[config.mk]
export PLATFORM = sky130hd
export DESIGN_NAME = serial_eeprom_three_wire_cmd
export DESIGN_NICKNAME = d
export VERILOG_FILES = /design/src/logic/serial_eeprom_three_wire_cmd.v
export VERILOG_INCLUDE_DIRS = /design/src /design/src/common
export SDC_FILE = /design/constraint.sdc
export NUM_CORES = 1
export LEC_CHECK = 0
export BUFFER_PORTS_ARGS = -buffer_cell sky130_fd_sc_hd__clkbuf_2
export CORE_ASPECT_RATIO = 0.75
export CORE_MARGIN = 2
export CORE_UTILIZATION = 25
export DETAILED_ROUTE_END_ITERATION = 16
export GPL_TIMING_DRIVEN = 0
export MAX_ROUTING_LAYER = met4
export SLEW_MARGIN = 20
export SYNTH_ARGS = -nofsm -noshare
export SYNTH_HDL_FRONTEND = slang
export SYNTH_SLANG_ARGS = --single-unit
[constraint.sdc]
create_clock -name core_clk_in -period 10.45 [get_ports core_clk_in]
set_clock_uncertainty 0.15 [all_clocks]
set_input_delay 0.5225 -clock core_clk_in [delete_from_list [all_inputs] [get_ports core_clk_in]]
set_output_delay 0.5225 -clock core_clk_in [all_outputs]
set_load 0.05 [all_outputs]
[src/common/serial_eeprom_three_wire_defs.vh]
// Purpose: Constants of the three-wire serial memory command sequencer
// Assumes: Core clock of 100 MHz
// Notes: Offsets are byte addresses of the plain register port
`ifndef SERIAL_EEPROM_THREE_WIRE_DEFS_VH
`define SERIAL_EEPROM_THREE_WIRE_DEFS_VH

// Register offsets
`define EE_CMD_OFS 4'h0
`define EE_BYTE_OFS 4'h4
`define EE_STRAP_OFS 4'h8

// Command register fields
`define EE_CMD_GO_BIT 31
`define EE_CMD_CODE_HI 30
`define EE_CMD_CODE_LO 28
`define EE_CMD_TMO_BIT 27
`define EE_CMD_ADDR_HI 10
`define EE_CMD_ADDR_LO 0

// Command codes in the command register
`define EE_CODE_READ 3'h0
`define EE_CODE_WRITE 3'h1
`define EE_CODE_ERASE 3'h2
`define EE_CODE_CLEAR_ALL 3'h3
`define EE_CODE_FILL_ALL 3'h4
`define EE_CODE_LOCK 3'h5
`define EE_CODE_UNLOCK 3'h6

// Serial opcodes and subcodes
`define EE_OP_READ 2'h2
`define EE_OP_WRITE 2'h1
`define EE_OP_ERASE 2'h3
`define EE_OP_MISC 2'h0
`define EE_SUB_CLEAR_ALL 2'h2
`define EE_SUB_LOCK 2'h0
`define EE_SUB_UNLOCK 2'h3
`define EE_SUB_FILL_ALL 2'h1

// Size strap codes and address widths
`define EE_SIZE_7 2'h0
`define EE_SIZE_9 2'h1
`define EE_SIZE_11 2'h2
`define EE_TYPE_THREE_WIRE 1'b1

// Timing
`define EE_CLK_NS 10
`define EE_HALF_NS 1000
`define EE_HALF_CYC 7'd100
`define EE_TIMEOUT_MS 30
`define EE_TIMEOUT_CYC 22'd3000000
`define EE_READY_SETTLE 22'd2

// Reset values
`define EE_BYTE_RST 8'h00
`define EE_ADDR_RST 11'h000

`endif

[src/logic/serial_eeprom_three_wire_cmd.v]
// Purpose: Sequencer issuing instructions to a three-wire serial memory
// Assumes: Straps are static after reset; memory holds its data line high when ready
// Notes: Serial clock is made here by a divider of the core clock
//
// How it works
// RULE_01: Commands run only when the type strap selects the three-wire protocol.
// RULE_02: Size strap 00, 01, 10 give 7, 9, 11 address bits; 11 reserved.
// RULE_03: Every address bit of the selected width is shifted out as programmed.
// RULE_04: Frame starts with bit 1, then opcode 10 read, 01 write, 11 erase, else 00.
// RULE_05: Opcode 00 puts a subcode in the two top address bits, rest zero.
// RULE_06: Seven-bit mode uses 10 clocks without data and 18 clocks with data.
// RULE_07: Nine-bit mode uses 12 clocks without data and 20 clocks with data.
// RULE_08: Address goes MSB first, then data bit 7 to 0 out or in.
// RULE_09: Eleven-bit mode uses 14 clocks without data and 22 clocks with data.
// RULE_10: After erase or write kinds, wait for ready; 30 ms without it sets timeout.
// RULE_11: The memory clears one location on erase when unlocked.
// RULE_12: The memory clears its whole array on clear-all when unlocked.
// RULE_13: After the lock instruction the memory ignores erase and write.
// RULE_14: After unlock the memory accepts erase and write until lock or power loss.
// RULE_15: The memory powers up locked.
// RULE_16: A read places the fetched byte in the byte register.
// RULE_17: A write sends the byte register to the commanded location.
// RULE_18: A fill sends the byte register to every location.
// RULE_19: Busy stays set from frame start until frame, wait or timeout ends.
// RULE_20: Chip select covers each frame and drops between frames and before ready.
`include "serial_eeprom_three_wire_defs.vh"
`timescale 1ns/100ps
`default_nettype none

module serial_eeprom_three_wire_cmd #(
   parameter [21:0] TIMEOUT_CYC = `EE_TIMEOUT_CYC
) (
   input wire core_clk_in,
   input wire resetn_in,
   input wire [3:0] addr_in,
   input wire [31:0] wdata_in,
   input wire wr_in,
   input wire rd_in,
   output reg [31:0] rdata_out,
   input wire eeprom_type_strap_in,
   input wire [1:0] eeprom_size_strap_in,
   input wire mem_data_in,
   output reg mem_select_out,
   output reg mem_sclk_out,
   output reg mem_data_out,
   output reg cmd_in_progress_out,
   output reg cmd_timeout_flag_out
);

   localparam [2:0] ST_IDLE = 3'h0;
   localparam [2:0] ST_SHIFT = 3'h1;
   localparam [2:0] ST_GAP = 3'h2;
   localparam [2:0] ST_WAIT = 3'h3;
   localparam [2:0] ST_END = 3'h4;

   // Address width for a size code
   function [4:0] addr_bits;
      input [1:0] sz;
      begin
         case (sz)
            `EE_SIZE_7: addr_bits = 5'd7;
            `EE_SIZE_9: addr_bits = 5'd9;
            default: addr_bits = 5'd11;
         endcase
      end
   endfunction

   // True for commands carrying a data byte
   function has_data;
      input [2:0] code;
      begin
         has_data = (code == `EE_CODE_READ) || (code == `EE_CODE_WRITE) ||
                    (code == `EE_CODE_FILL_ALL);
      end
   endfunction

   // Frame bits, right aligned
   function [21:0] build_frame;
      input [2:0] code;
      input [1:0] sz;
      input [10:0] adr;
      input [7:0] dat;
      reg [1:0] op;
      reg [1:0] sub;
      reg [4:0] ab;
      reg [21:0] mask;
      reg [21:0] w;
      begin
         ab = addr_bits(sz);
         sub = `EE_SUB_LOCK;
         case (code)
            `EE_CODE_READ: op = `EE_OP_READ;
            `EE_CODE_WRITE: op = `EE_OP_WRITE;
            `EE_CODE_ERASE: op = `EE_OP_ERASE;
            default: op = `EE_OP_MISC;
         endcase
         case (code)
            `EE_CODE_CLEAR_ALL: sub = `EE_SUB_CLEAR_ALL;
            `EE_CODE_FILL_ALL: sub = `EE_SUB_FILL_ALL;
            `EE_CODE_UNLOCK: sub = `EE_SUB_UNLOCK;
            default: sub = `EE_SUB_LOCK;
         endcase
         mask = (22'h000001 << ab) - 22'h000001;
         w = {19'h00000, 1'b1, op} << ab; // RULE_04
         if (op == `EE_OP_MISC) begin
            w = w | ({20'h00000, sub} << (ab - 5'd2)); // RULE_05
         end else begin
            w = w | ({11'h000, adr} & mask); // RULE_03
         end
         if (has_data(code)) begin
            w = (w << 8) | {14'h0000, dat}; // RULE_08
         end
         build_frame = w;
      end
   endfunction

   // Strap synchronisers and capture
   reg type_s1_q;
   reg type_s2_q;
   reg [1:0] size_s1_q;
   reg [1:0] size_s2_q;
   reg [1:0] strap_cnt_q;
   reg type_q;
   reg [1:0] size_q;
   // Memory data line synchroniser
   reg din_s1_q;
   reg din_s2_q;
   // Software state
   reg [2:0] code_q;
   reg [10:0] loc_q;
   reg [7:0] byte_q;
   // Sequencer
   reg [2:0] state_q;
   reg [21:0] frame_q;
   reg [4:0] cnt_q;
   reg [7:0] rx_q;
   reg [6:0] div_q;
   reg [21:0] tmo_q;

   wire tick = (div_q == 7'd0);
   wire cmd_wr = wr_in && (addr_in == `EE_CMD_OFS);
   wire byte_wr = wr_in && (addr_in == `EE_BYTE_OFS);
   wire go = cmd_wr && wdata_in[`EE_CMD_GO_BIT] && !cmd_in_progress_out;
   wire can_run = (type_q == `EE_TYPE_THREE_WIRE) && (size_q != 2'h3);
   wire [2:0] new_code = wdata_in[`EE_CMD_CODE_HI:`EE_CMD_CODE_LO];
   wire [10:0] new_loc = wdata_in[`EE_CMD_ADDR_HI:`EE_CMD_ADDR_LO];
   wire [4:0] new_len = 5'd3 + addr_bits(size_q) + (has_data(new_code) ? 5'd8 : 5'd0);
   wire [21:0] new_frame = build_frame(new_code, size_q, new_loc, byte_q); // RULE_17 RULE_18
   wire needs_wait = (code_q == `EE_CODE_WRITE) || (code_q == `EE_CODE_ERASE) ||
                     (code_q == `EE_CODE_CLEAR_ALL) || (code_q == `EE_CODE_FILL_ALL);
   wire in_data = has_data(code_q) && (cnt_q <= 5'd8);
   wire tmo_set = (state_q == ST_WAIT) && !din_s2_q && (tmo_q == 22'h000000);
   wire tmo_clr = cmd_wr && wdata_in[`EE_CMD_TMO_BIT];
   // Ready counts only once the synchroniser holds samples taken after select rose
   wire ready_ok = din_s2_q && (tmo_q <= (TIMEOUT_CYC - `EE_READY_SETTLE));

   always @(posedge core_clk_in or negedge resetn_in) begin
      if (!resetn_in) begin
         type_s1_q <= 1'b0;
         type_s2_q <= 1'b0;
         size_s1_q <= 2'h0;
         size_s2_q <= 2'h0;
         strap_cnt_q <= 2'h0;
         type_q <= 1'b0;
         size_q <= 2'h3;
         din_s1_q <= 1'b0;
         din_s2_q <= 1'b0;
      end else begin
         type_s1_q <= eeprom_type_strap_in;
         type_s2_q <= type_s1_q;
         size_s1_q <= eeprom_size_strap_in;
         size_s2_q <= size_s1_q;
         din_s1_q <= mem_data_in;
         din_s2_q <= din_s1_q;
         if (strap_cnt_q != 2'h3) begin
            strap_cnt_q <= strap_cnt_q + 2'h1;
         end
         // Straps taken once, third edge after reset
         if (strap_cnt_q == 2'h2) begin
            type_q <= type_s2_q; // RULE_01
            size_q <= size_s2_q; // RULE_02
         end
      end
   end

   // Register reads, data one cycle after the strobe
   always @(posedge core_clk_in or negedge resetn_in) begin
      if (!resetn_in) begin
         rdata_out <= 32'h00000000;
      end else if (rd_in) begin
         case (addr_in)
            `EE_CMD_OFS: rdata_out <= {cmd_in_progress_out, code_q, cmd_timeout_flag_out,
                                       16'h0000, loc_q};
            `EE_BYTE_OFS: rdata_out <= {24'h000000, byte_q};
            `EE_STRAP_OFS: rdata_out <= {29'h00000000, size_q, type_q};
            default: rdata_out <= 32'h00000000;
         endcase
      end else begin
         rdata_out <= 32'h00000000;
      end
   end

   always @(posedge core_clk_in or negedge resetn_in) begin
      if (!resetn_in) begin
         code_q <= `EE_CODE_READ;
         loc_q <= `EE_ADDR_RST;
         byte_q <= `EE_BYTE_RST;
         state_q <= ST_IDLE;
         frame_q <= 22'h000000;
         cnt_q <= 5'd0;
         rx_q <= 8'h00;
         div_q <= 7'd0;
         tmo_q <= 22'h000000;
         mem_select_out <= 1'b0;
         mem_sclk_out <= 1'b0;
         mem_data_out <= 1'b0;
         cmd_in_progress_out <= 1'b0;
         cmd_timeout_flag_out <= 1'b0;
      end else begin
         // Serial clock half-period divider
         div_q <= tick ? (`EE_HALF_CYC - 7'd1) : (div_q - 7'd1);
         // Sticky timeout, set wins over clear
         if (tmo_set) begin
            cmd_timeout_flag_out <= 1'b1; // RULE_10
         end else if (tmo_clr) begin
            cmd_timeout_flag_out <= 1'b0;
         end
         // Byte register closed to port writes while busy
         if (byte_wr && !cmd_in_progress_out) begin
            byte_q <= wdata_in[7:0];
         end
         // Frame states
         case (state_q)
            ST_IDLE: begin
               if (go && can_run) begin
                  code_q <= new_code;
                  loc_q <= new_loc;
                  frame_q <= new_frame << (5'd22 - new_len); // RULE_06 RULE_07 RULE_09
                  cnt_q <= new_len;
                  cmd_in_progress_out <= 1'b1; // RULE_19
                  state_q <= ST_SHIFT;
               end
            end
            ST_SHIFT: begin
               if (tick) begin
                  if (!mem_select_out) begin
                     mem_select_out <= 1'b1; // RULE_20
                     mem_data_out <= frame_q[21];
                  end else if (!mem_sclk_out) begin
                     mem_sclk_out <= 1'b1;
                  end else begin
                     mem_sclk_out <= 1'b0;
                     if (in_data && (code_q == `EE_CODE_READ)) begin
                        rx_q <= {rx_q[6:0], din_s2_q}; // RULE_08
                     end
                     frame_q <= {frame_q[20:0], 1'b0};
                     mem_data_out <= frame_q[20]; // RULE_08
                     cnt_q <= cnt_q - 5'd1;
                     if (cnt_q == 5'd1) begin
                        mem_data_out <= 1'b0;
                        mem_select_out <= 1'b0; // RULE_20
                        state_q <= ST_GAP;
                     end
                  end
               end
            end
            ST_GAP: begin
               if (tick) begin
                  if (code_q == `EE_CODE_READ) begin
                     byte_q <= rx_q; // RULE_16
                  end
                  if (needs_wait) begin
                     mem_select_out <= 1'b1; // RULE_20
                     tmo_q <= TIMEOUT_CYC;
                     state_q <= ST_WAIT;
                  end else begin
                     state_q <= ST_END;
                  end
               end
            end
            ST_WAIT: begin
               // Poll ready until it shows or the count runs out
               tmo_q <= tmo_q - 22'h000001;
               if (ready_ok || (tmo_q == 22'h000000)) begin
                  mem_select_out <= 1'b0; // RULE_10
                  state_q <= ST_END;
               end
            end
            ST_END: begin
               if (tick) begin
                  cmd_in_progress_out <= 1'b0; // RULE_19
                  state_q <= ST_IDLE;
               end
            end
            default: begin
               state_q <= ST_IDLE;
            end
         endcase
      end
   end

endmodule
`default_nettype wire
# --- After elaboration in Yosys (flattened, before gate mapping) ---
# Cells that the tools add are included.
word_totals:
  ff_bits: 139
  output_inout_bits: 37
  word_cells: 171
classes:
  addsub: 9
  n_lt_le_gt_ge: 2
  n_eq_ne: 30
  shift: 4
  muxes: 53
  bitwise_logic: 4
  reduce_logical: 45
ops:
  columns: ["operator", "n"]
  rows:
  - ["$mux W22", 8]
  - ["$pmux W32 S3", 1]
  - ["$pmux W22 S2", 2]
  - ["$or A22 B22 Y22", 2]
  - ["$sub A22 B1 Y22 const B", 2]
  - ["$mux W32", 1]
  - ["$mux W8", 4]
  - ["$mux W3", 9]
  - ["$and A11 B22 Y22", 1]
  - ["$le A22 B22 Y1 const B", 1]
  - ["$logic_not A22 Y1", 1]
  - ["$or A22 B8 Y22", 1]
  - ["$shl A1 B5 Y22 const A", 1]
  - ["$shl A2 B5 Y22", 1]
  - ["$shl A22 B5 Y22", 1]
  - ["$shl A3 B5 Y22", 1]
  - ["$mux W5", 4]
  - ["$ne A2 B2 Y1 const B", 10]
  - ["$eq A3 B2 Y1 const B", 6]
  - ["$mux W1", 15]
  - ["$pmux W3 S5", 1]
  - ["$reduce_and A5 Y1", 3]
  - ["$logic_and A1 B1 Y1", 13]
  - ["$eq A3 B3 Y1 const B", 4]
  - ["33 further kinds", 54]

# --- Depth between registers and ports, before layout ---
# Gate-level depths: netlist of the first run.
depth:
  depth_word: 12
  depth_mapped: 14
  ltp_nobuf: 11

# --- Least setup slack after synthesis of the first run ---
# Ideal clock, no wire load.
synth_path:
  path_kind: "flip-flop to flip-flop"
  start: "register size_q[1]"
  end: "register frame_q[13]"
  setup_time_ns: 0.096
  t_arrival_ns: 3.440
  t_required_ns: 10.204
  setup_slack_ns: 6.764
  stages_incl_launch_ff: 15
  path_buffers: 4
  synth_period_minus_slack_ns: 3.686
  cell_sequence: "dfstp_2 -> nand2b_1 -> clkbuf_1 -> clkbuf_1 -> ha_1 -> clkbuf_1 -> clkbuf_1 -> nand2_1 -> ha_1 -> or3b_2 -> o221ai_1 -> o21ai_0 -> mux2i_1 -> o21ai_0 -> o31ai_1"
synth_via:
  elab_chain_cells: 12
  elab_cells_between_ends: 25
synth_lines:
  columns: ["item", "line", "text"]
  rows:
  - ["start, declared", "serial_eeprom_three_wire_cmd.v:124", "reg [1:0] size_q;"]
  - ["start signal, assigned", "serial_eeprom_three_wire_cmd.v:181", "size_q <= size_s2_q;"]
  - ["parallel branches: the longest is 12 deep, another holds $add A2 B5 Y5", null, null]
  - ["end signal, assigned", "serial_eeprom_three_wire_cmd.v:238", "frame_q <= new_frame << (5'd22 - new_len);"]
  - ["end signal, assigned", "serial_eeprom_three_wire_cmd.v:256", "frame_q <= {frame_q[20:0], 1'b0};"]
  - ["end, declared", "serial_eeprom_three_wire_cmd.v:134", "reg [21:0] frame_q;"]
# Parallel ways; which one is timed is not known. The select of a mux whose other input is x is not followed.
# A chain may end at the register's enable or synchronous reset.

# --- Worst setup path after layout of the first run ---
# Ends and elaborated chain as after synthesis.

==> results of run 1 <==
-- final cells by class --
class                   count  area (sq um)  area share
inverters                  24          90.1      0.0104
repair buffers             48           277      0.0318
clock buffers              20           447      0.0514
plain buffers              62           297      0.0341
clock inverters            10           143      0.0164
well taps                 392           490      0.0565
multi-input cells         621          3860       0.445
flip-flops and latches    123          3080       0.355
-- power by group --
group / leakage, nW / switching, W / internal, W
logic: 1.97 / 0.000327 / 0.000170
registers: 1.55 / 0.0000940 / 0.000557
clock network: 0.275 / 0.000218 / 0.000379
total: 3.80 / 0.000639 / 0.00111
-- per-layer routing --
layer	wire length [um]	part of all wire	global-route usage	vias up
met5	0	0	-	-
met1	10900	0.49	0.230	3191
li1	-	-	-	3096
met4	321	0.014	0.0419	0
met2	8800	0.40	0.199	325
met3	2190	0.099	0.0449	33
-- cells by family after synthesis --
logic type	synth area share
other	0.000516
AND/OR/NAND/NOR	0.232
buffers and inverters	0.0532
flip-flops	0.424
adder cells (fa/ha/maj)	0.0276
multiplexers	0.0486
AO/OA/AOI/OAI	0.187
XOR/XNOR	0.0265
-- metrics by stage --
step	instance area [sq um]	setup WS, ps
after floorplan	7320	6760
after global placement	8040	5690
after detailed placement	8080	5700
after CTS	8680	5670
after global routing	8690	5280
final	8690	5510
-- final timing paths --
check                                  startpoint                      end
setup / recovery            size_q[1]$_DFFE_PN1N_  frame_q[13]$_DFFE_PN0P_
hold / removal                        mem_data_in       din_s1_q$_DFF_PN0_
setup reg to reg            size_q[1]$_DFFE_PN1N_  frame_q[13]$_DFFE_PN0P_
hold reg to reg            size_s1_q[1]$_DFF_PN0_   size_s2_q[1]$_DFF_PN0_
max in group asynchronous               resetn_in      rx_q[6]$_DFFE_PN0P_
min in group asynchronous               resetn_in   size_s1_q[0]$_DFF_PN0_
-- cells in the final DEF (no fill, tap or decap), types with 4 or more instances in the layout --
cell          n
clkbuf_16    17
ha_1         16
o221ai_1      4
mux2i_1      24
or3_1        15
and3_1       14
a21o_1        7
or4_1         8
nor3_1       15
a221oi_1      4
clkbuf_2     45
mux2_2       10
a32oi_1       6
buf_1         6
nand2b_1     10
clkbuf_1     39
clkinvlp_4    4
o22ai_1       6
a22oi_1      12
or2_2         8
inv_1        24
a31oi_1       7
nor2_1       82
conb_1       16
nand2_1      95
nor4b_1       5
xnor2_1      19
o21ai_0      54
nor4_1       17
a21oi_1      46
buf_4        16
a311oi_1      4
nand4_1       7
nand3_1      19
nor2b_1       4
o31ai_1       9
dfrtp_1     121
and2_1        4
-- sequential cells by signal, indices dropped and copies added, names as in the netlist, 3 cells and up --
register	cells
loc_q	11
frame_q	22
tmo_q	22
code_q	3
state_q	3
byte_q	8
rx_q	8
cnt_q	5
div_q	7
rdata_out	16
-- cells in the mapped netlist, types with 5 or more instances --
| library cell | number |
|---|---|
| a21o_1 | 7 |
| a21oi_1 | 46 |
| a22oi_1 | 12 |
| a31oi_1 | 7 |
| a32oi_1 | 6 |
| and3_1 | 14 |
| buf_1 | 6 |
| buf_4 | 16 |
| clkbuf_1 | 37 |
| dfrtp_1 | 121 |
| ha_1 | 16 |
| inv_1 | 24 |
| mux2_2 | 10 |
| mux2i_1 | 24 |
| nand2_1 | 95 |
| nand2b_1 | 10 |
| nand3_1 | 19 |
| nand4_1 | 7 |
| nor2_1 | 82 |
| nor3_1 | 15 |
| nor4_1 | 17 |
| nor4b_1 | 5 |
| o21ai_0 | 54 |
| o22ai_1 | 6 |
| o31ai_1 | 9 |
| or2_2 | 8 |
| or3_1 | 15 |
| or4_1 | 8 |
| xnor2_1 | 19 |
-- what timing repair did --
action | 4_1_cts | 5_1_grt
endpoints found under the setup margin | 0 | 0
hold buffers | 1 | 0
hold endpoints to repair | 51 | 0
-- critical path: stages (launching register included) --
cell and delay, ps:
dfstp_2 540, nand2b_1 120, clkbuf_1 390, clkbuf_1 520, ha_1 260, clkbuf_1 320, clkbuf_1 420, nand2_1 110
ha_1 300, or3b_2 480, o221ai_1 180, o21ai_0 310, mux2i_1 280, o21ai_0 180, o31ai_1 270
==> flow_metrics.env, run 1 <==
export IMPL_status="completed"
export IMPL_ant_nets=0
export IMPL_grt_pass1_vias=6050
export IMPL_final_nets=957
export IMPL_postCtsSetupBuffers=0
export IMPL_min_path_type="primary input to register"
export IMPL_place_hpwl_um=16500
export IMPL_vdd_ir_drop_worst_uv=92.4
export IMPL_grt_overflow_total=0
export IMPL_synth_cells=815
export IMPL_cts_num_sinks=123
export IMPL_clock_path_buffers=2
export IMPL_synth_edf_count=0
export IMPL_grt_pass1_wl_um=35600
export IMPL_cp_max_fo=11
export IMPL_diodes=0
export IMPL_area_growth_pct=19.6
export IMPL_cts_tree="yes"
export IMPL_remaining_drc_errors=0
export IMPL_fin_crit_sh=0.473
export IMPL_routabilityCongestion=0.932
export IMPL_clk_transition_reported_paths_ps=60
export IMPL_drtIter0Drc=756
export IMPL_crit_arrival_ps=5110
export IMPL_critPathKind="register to register"
export IMPL_holdWs_ps=47.3
export IMPL_routedWlPerCell_um=17.1
export IMPL_synth_top_cell_area_share=0.417
export IMPL_seq_area_frac_synth=0.424
export IMPL_num_vias=6645
export IMPL_drv_cap=0
export IMPL_dieArea_sq_um=30500
export IMPL_final_setup_tns_ps=0
export IMPL_ys_flop_type="dfrtp_1"
export IMPL_drive_above_1_share=0.142
export IMPL_grt_antenna_before_repair=0
export IMPL_grt_setup_unrepaired="no"
export IMPL_holdPathStages=1
export IMPL_yosys_warnings=0
export IMPL_core_area_sq_um=28900
export IMPL_fmax_mhz=202
export IMPL_rows=54
export IMPL_setup_viol=0
export IMPL_die_w_um=201
export IMPL_tightest_slew_ps=826
export IMPL_reg2reg_slack_ps=5510
export IMPL_htreeDepth=4
export IMPL_nFillCells=3026
export IMPL_ys_seq_elements=123
export IMPL_synthArstFlopShare=1.00
export IMPL_relSlewSlack=0.445
export IMPL_rr_worst_depth=14
export IMPL_place_inst=1269
export IMPL_clockRootBuffer="clkbuf_16"
export IMPL_numCtsBuffers=17
export IMPL_drt_pass1_iter_count=6
export IMPL_insertion_delay_ps=430
export IMPL_grt_use_total=0.155
export IMPL_portBuffers=46
export IMPL_die_h_um=152
export IMPL_start_util=0.252
export IMPL_required_ps=10620
export IMPL_fin_total_pwr_w=0.00174
export IMPL_grt_max_degree=71
export IMPL_leakage_nw=3.80
export IMPL_syn_avg_cell_area_sq_um=8.91
export IMPL_io_pin_count=81
export IMPL_report_final_slew_viol_count=0
export IMPL_hold_viol=0
export IMPL_yosys_area_top_type="dfrtp_1"
export IMPL_power_density_nw_per_um2=201
export IMPL_cts_resized=0
export IMPL_finalWirelength_um=22200
export IMPL_cp_start_kind="register"
export IMPL_synthesis_area_sq_um=7270
export IMPL_routed_via_density=5.11
export IMPL_endpoint_kind="register"
export IMPL_final_core_util=0.301
export IMPL_instances_no_fill=1300
export IMPL_synth_area_top_cells="dfrtp_1 42%, nand2_1 4.9%, nor2_1 4.2%"
export IMPL_min_period_ps=4940
export IMPL_synth_distinct_cells=77
(Power assumes the default switching activity.)
==> run 2, diff against run 1 <==
Settings changed: ABC_AREA set to 1.
Clock period 10.45 ns to 4.3 ns, I/O delays scaled along.
==> run 2 against run 1 <==
Effect of this change:
- first-iteration DRC count is 9.0% lower
- register-to-register slack worse by 4800 ps
- total power grew to 2.6 times the previous value
- hold slack worse by 31 ps
- sequential share of layout area is 1.0 points lower
- largest power group is now combinational cells
- highest routed layer unchanged
==> flow_metrics.env, run 2 <==
export IMPL_area_growth_pct=21.5
export IMPL_remaining_drc_errors=0
export IMPL_synth_most_common_cell="nand2_1"
export IMPL_preCtsSetupSlack_ps=785
export IMPL_clk_transition_reported_paths_ps=60
export IMPL_ant_nets=0
export IMPL_final_setup_tns_ps=0
export IMPL_ys_flop_type="dfrtp_1"
export IMPL_combPwrFrac=0.351
export IMPL_leakage_nw=4.35
export IMPL_cts_num_sinks=123
export IMPL_final_nets=1142
export IMPL_critPathKind="register to register"
export IMPL_startpoint="size_q[1]$_DFFE_PN1N_"
export IMPL_setup_viol=0
export IMPL_holdWs_ps=16.3
export IMPL_grt_overflow_total=0
export IMPL_clkPwrFrac=0.301
export IMPL_rows=54
export IMPL_finalWorstSetupSlack_ps=692
export IMPL_hold_viol=0
export IMPL_endpoint_kind="register"
export IMPL_final_common_cell="nand2_1"
export IMPL_cp_max_fo=10
export IMPL_required_ps=4520
export IMPL_grt_pass1_wl_um=35200
export IMPL_grt_setup_unrepaired="no"
export IMPL_htreeDepth=4
export IMPL_most_common_layout_cells="235 x nand2_1, 134 x nand3_1, 121 x dfrtp_1"
export IMPL_seq_area_frac_synth=0.419
export IMPL_place_hpwl_um=16200
export IMPL_swShare=0.411
export IMPL_grt_pass1_vias=6521
export IMPL_clockRootBuffer="clkbuf_16"
export IMPL_routed_via_density=4.63
export IMPL_top_regs="frame_q x22, tmo_q x22, rdata_out x16"
export IMPL_die_w_um=202
export IMPL_routedWlPerCell_um=14.3
export IMPL_seq_power_share=0.348
export IMPL_nFillCells=3076
export IMPL_synth_top_cell_area_share=0.412
export IMPL_fin_crit_sh=0.839
export IMPL_hp_start="wdata_in[27]"
export IMPL_drv_cap=0
export IMPL_min_period_ps=3610
export IMPL_insertion_delay_ps=430
export IMPL_synth_common_cells="235 x nand2_1, 134 x nand3_1, 121 x dfrtp_1, 97 x inv_1, 94 x nor2_1"
export IMPL_die_h_um=153
export IMPL_p_int_w=0.00269
export IMPL_synth_edf_count=0
export IMPL_crit_arrival_ps=3830
export IMPL_ys_seq_elements=123
export IMPL_synth_cells=980
export IMPL_portBuffers=48
export IMPL_synthesis_area_sq_um=7360
export IMPL_syn_avg_cell_area_sq_um=7.51
export IMPL_cts_resized=0
export IMPL_grt_antenna_before_repair=0
export IMPL_yosys_area_top_type="dfrtp_1"
export IMPL_reg2reg_slack_ps=690
export IMPL_drt_pass1_iter_count=5
export IMPL_synth_distinct_cells=50
export IMPL_io_pin_count=81
export IMPL_final_core_util=0.308
export IMPL_core_area_sq_um=29000
export IMPL_drive_above_1_share=0.153
export IMPL_postCtsSetupBuffers=0
export IMPL_fmax_mhz=277
export IMPL_grt_max_degree=80
export IMPL_cp_start_kind="register"
export IMPL_power_density_nw_per_um2=512
export IMPL_min_path_type="primary input to register"
export IMPL_num_vias=6888
export IMPL_dieArea_sq_um=30800
export IMPL_relSlewSlack=0.587
export IMPL_tightest_slew_ps=619
export IMPL_report_final_slew_viol_count=0
export IMPL_start_util=0.254
export IMPL_synthArstFlopShare=1.00
export IMPL_drtIter0Drc=688
export IMPL_routabilityCongestion=0.901
export IMPL_p_sw_w=0.00188
export IMPL_numCtsBuffers=17
export IMPL_cts_tree="yes"
export IMPL_diodes=0
export IMPL_status="completed"
export IMPL_clock_path_buffers=2
export IMPL_grt_use_total=0.148
export IMPL_yosys_warnings=0
export IMPL_timing_rr_start="size_q[1]$_DFFE_PN1N_"
export IMPL_vdd_ir_drop_worst_uv=210
export IMPL_fin_total_pwr_w=0.00458
export IMPL_finalWirelength_um=21300
export IMPL_synth_area_top_cells="dfrtp_1 41%, nand2_1 12%, nand3_1 9.1%"
run 2: cell count changes after synthesis, moves of 14 or more:
cell	delta
and3_1	-14
clkbuf_1	-26
inv_1	+73
mux2i_1	-24
nand2_1	+140
nand3_1	+115
nand4_1	+16
or3_1	-15
xnor2_1	-17
run 2: final timing paths:
path	endpoint	cells after the start
worst max register to register	frame_q[14]$_DFFE_PN0P_	13
worst max-delay path	frame_q[14]$_DFFE_PN0P_	13
max in group asynchronous	frame_q[6]$_DFFE_PN0P_	3
worst min-delay path	cmd_timeout_flag_out$_DFFE_PN0P_	3
worst min register to register	type_s2_q$_DFF_PN0_	0
min in group asynchronous	rdata_out[0]$_DFF_PN0_	2
run 2: repair_timing:
item                                    in CTS  in global routing
endpoints found under the setup margin       0                  0
endpoints found under the hold margin       69                  0
hold buffers                                19                  0
run 2: power groups by stage:
stage                     clock [W]  sequential [W]  combinational [W]
final                       0.00138         0.00159            0.00161
after detailed placement          0         0.00161            0.00158
after global placement            0         0.00160            0.00156
after CTS                   0.00140         0.00159            0.00160
after global routing        0.00146         0.00163            0.00183
after floorplan                   0         0.00159            0.00117
run 2: per-stage QoR:
stage               cells  area (sq um)
global route         1487          8940
detailed placement   1436          8180
global placement     1435          8140
CTS                  1487          8940
finish               1487          8940
floorplan             995          7410
run 2: cell type report:
cell class | instances | area [sq um] | area share
sequential | 123 | 3080 | 0.345
inverter | 112 | 420 | 0.0470
timing repair buffer | 68 | 467 | 0.0522
clock inverter | 15 | 143 | 0.0160
clock buffer | 17 | 425 | 0.0476
tap | 392 | 490 | 0.0549
buffer | 44 | 264 | 0.0295
multi-input combinational | 716 | 3650 | 0.408
run 2: logic make-up after synthesis:
family,synth area share
simple gates,0.340
buf+inv,0.0930
compound gates,0.110
flops,0.419
fa+ha+maj,0.0272
xor+xnor,0.00833
other cells,0.000510
mux,0.00153
run 2: layer usage:
layer  global-route usage  routed length, um  part of all wire  up-vias
met4               0.0389                197            0.0092        0
met2                0.191               8410              0.39      224
met3               0.0406               1510             0.071       18
li1                     -                  -                 -     3424
met1                0.222              11200              0.53     3222
met5                    -                  0                 0        -
run 2: worst max-delay path: stages (launching register included):
cell	delay [ps]
dfstp_2	520
buf_4	190
clkbuf_1	510
nor2_1	230
ha_1	340
inv_1	40
ha_1	350
nor2_1	500
inv_1	220
a21oi_1	160
nand3_1	130
nand3_1	110
nand2_1	50
nand2_1	50
==> run 3, diff against run 2 <==
Settings changed: ABC_AREA 1 to 0.
Clock period 4.3 ns to 3.2 ns, I/O delays scaled along.
==> run 3 against run 2 <==
Effect of this change:
- total power rose by 30%
- sequential share of layout area decreased by 1.3 points
- critical path depth down 2
- sequential cell count did not move
- first-iteration DRC count increased by 17%
- critical path type unchanged
==> flow_metrics.env, run 3 (synthesis gave the netlist of run 1 again) <==
export IMPL_cp_endpoint="frame_q[18]$_DFFE_PN0P_"
export IMPL_grt_pass1_wl_um=37200
export IMPL_fin_crit_sh=0.966
export IMPL_final_nets=983
export IMPL_core_area_sq_um=28900
export IMPL_die_w_um=201
export IMPL_power_density_nw_per_um2=640
export IMPL_htreeDepth=4
export IMPL_io_pin_count=81
export IMPL_clockRootBuffer="clkbuf_16"
export IMPL_required_ps=3380
export IMPL_setup_viol=0
export IMPL_clk_transition_reported_paths_ps=60
export IMPL_grt_pass1_vias=6408
export IMPL_start_util=0.252
export IMPL_insertion_delay_ps=430
export IMPL_grt_antenna_before_repair=0
export IMPL_rr_worst_depth=11
export IMPL_finalWorstSetupSlack_ps=109
export IMPL_critical_path_top_delay_family="simple AND/OR/NAND/NOR gates"
export IMPL_path_depth=11
export IMPL_fmax_mhz=323
export IMPL_most_common_layout_cells="121 x dfrtp_1, 93 x nand2_1, 80 x nor2_1"
export IMPL_num_vias=6842
export IMPL_crit_chain="or2_4 -> inv_1 -> ha_1 -> inv_1 -> ha_1 -> nor3b_2 -> nand3_1 -> o21ai_0 -> a211oi_1 -> o2111a_1 -> nor3_1"
export IMPL_critPathKind="register to register"
export IMPL_diodes=0
export IMPL_drtIter0Drc=804
export IMPL_hold_viol=0
export IMPL_timing_rr_start="size_q[0]$_DFFE_PN1N_"
export IMPL_drv_cap=0
export IMPL_min_period_ps=3090
export IMPL_grt_max_degree=71
export IMPL_top_regs="frame_q x22, tmo_q x22, rdata_out x16"
export IMPL_finalWirelength_um=23700
export IMPL_route_met3_wl_um=2390
export IMPL_crit_slowest_cell="dfstp_2"
export IMPL_drt_pass1_iter_count=5
export IMPL_path_buf_inv=2
export IMPL_leakage_nw=4.06
export IMPL_seq_power_share=0.357
export IMPL_reg2reg_to="frame_q[18]$_DFFE_PN0P_"
export IMPL_final_core_util=0.322
export IMPL_wl_met1_um=11300
export IMPL_holdPathStages=4
export IMPL_relSlewSlack=0.427
export IMPL_startpoint="size_q[0]$_DFFE_PN1N_"
export IMPL_grt_overflow_total=0
export IMPL_place_hpwl_um=17100
export IMPL_cp_max_fo=11
export IMPL_dieArea_sq_um=30500
export IMPL_routedWlPerCell_um=17.9
export IMPL_reg2reg_slack_ps=110
export IMPL_grt_use_total=0.163
export IMPL_top_layer_used="met4"
export IMPL_remaining_drc_errors=0
export IMPL_final_common_cell="dfrtp_1"
export IMPL_vdd_ir_drop_worst_uv=320
export IMPL_cpPeakStageDelay_ps=570
export IMPL_grt_setup_unrepaired="no"
export IMPL_p_int_w=0.00377
export IMPL_crit_arrival_ps=3270
export IMPL_portBuffers=46
export IMPL_routabilityCongestion=0.929
export IMPL_status="completed"
export IMPL_min_path_type="primary input to register"
export IMPL_p_sw_w=0.00218
export IMPL_routed_via_density=5.16
export IMPL_combPwrFrac=0.296
export IMPL_clkPwrFrac=0.346
export IMPL_rows=54
export IMPL_swShare=0.367
export IMPL_preCtsSetupSlack_ps=-640
export IMPL_report_final_slew_viol_count=0
export IMPL_clock_path_buffers=2
export IMPL_tightest_slew_ps=852
export IMPL_nFillCells=2990
export IMPL_ant_nets=0
export IMPL_area_growth_pct=27.9
export IMPL_cts_num_sinks=123
export IMPL_cts_tree="yes"
export IMPL_cp_start_kind="register"
export IMPL_drive_above_1_share=0.189
export IMPL_detailroute_wirelength_met2_um=9690
export IMPL_endpoint_kind="register"
export IMPL_die_h_um=152
export IMPL_numCtsBuffers=17
## run 3: how the worst min path moves through the flow
stage	startpoint	to
after floorplan	resetn_in	byte_q[0]$_DFF_PN0_
after global placement	eeprom_size_strap_in[0]	size_s1_q[0]$_DFF_PN0_
after detailed placement	resetn_in	size_s1_q[1]$_DFF_PN0_
after CTS	addr_in[3]	rdata_out[1]$_DFF_PN0_
after global routing	addr_in[3]	rdata_out[1]$_DFF_PN0_
final	addr_in[3]	rdata_out[1]$_DFF_PN0_
## run 3: final cells by class
cell class	count	area, sq um	share of cell area
Multi-Input combinational cell	621	4100	0.441
Timing Repair Buffer	79	562	0.0604
Tap cell	392	490	0.0528
Clock inverter	10	166	0.0179
Inverter	24	90.1	0.00969
Buffer	57	358	0.0385
Sequential cell	123	3080	0.331
Clock buffer	21	450	0.0485
## run 3: worst min-delay path, cell delays in order
cell	delay (ps)
clkbuf_2	140
nor2_1	120
a21oi_1	50
nor2_1	70
## run 3: routing by layer
metal  GRT usage  vias up
li1            -     3144
met1       0.234     3345
met2       0.217      315
met3      0.0507       38
met4      0.0448        0
met5           -        -
## run 3: per-stage QoR
stage	setup TNS, ps	instance area [sq um]	total power (W)	cells	hold slack [ps]
6_report	0	9290	0.00595	1327	18.9
5_1_grt	0	9290	0.00626	1327	60.1
4_1_cts	0	9170	0.00590	1326	3.70
3_5_place_dp	-9400	8100	0.00374	1269	3.23
3_3_place_gp	-35290	8070	0.00371	1268	122
2_1_floorplan	0	7340	0.00323	830	-286
## run 3: repair_timing
item	in CTS	in global routing
setup endpoints to repair	22	29
cloned	0	0
buffers inserted	8	2
pin swaps	8	6
gates resized for setup	40	28
hold endpoints to repair	86	0
hold buffers	22	0
## run 3: power by group through the flow
| stage | registers (W) | clock network, W | logic [W] |
|---|---|---|---|
| global placement | 0.00213 | 0 | 0.00158 |
| detailed placement | 0.00213 | 0 | 0.00161 |
| CTS | 0.00212 | 0.00209 | 0.00169 |
| finish | 0.00213 | 0.00206 | 0.00176 |
| floorplan | 0.00211 | 0 | 0.00112 |
| global route | 0.00217 | 0.00217 | 0.00193 |
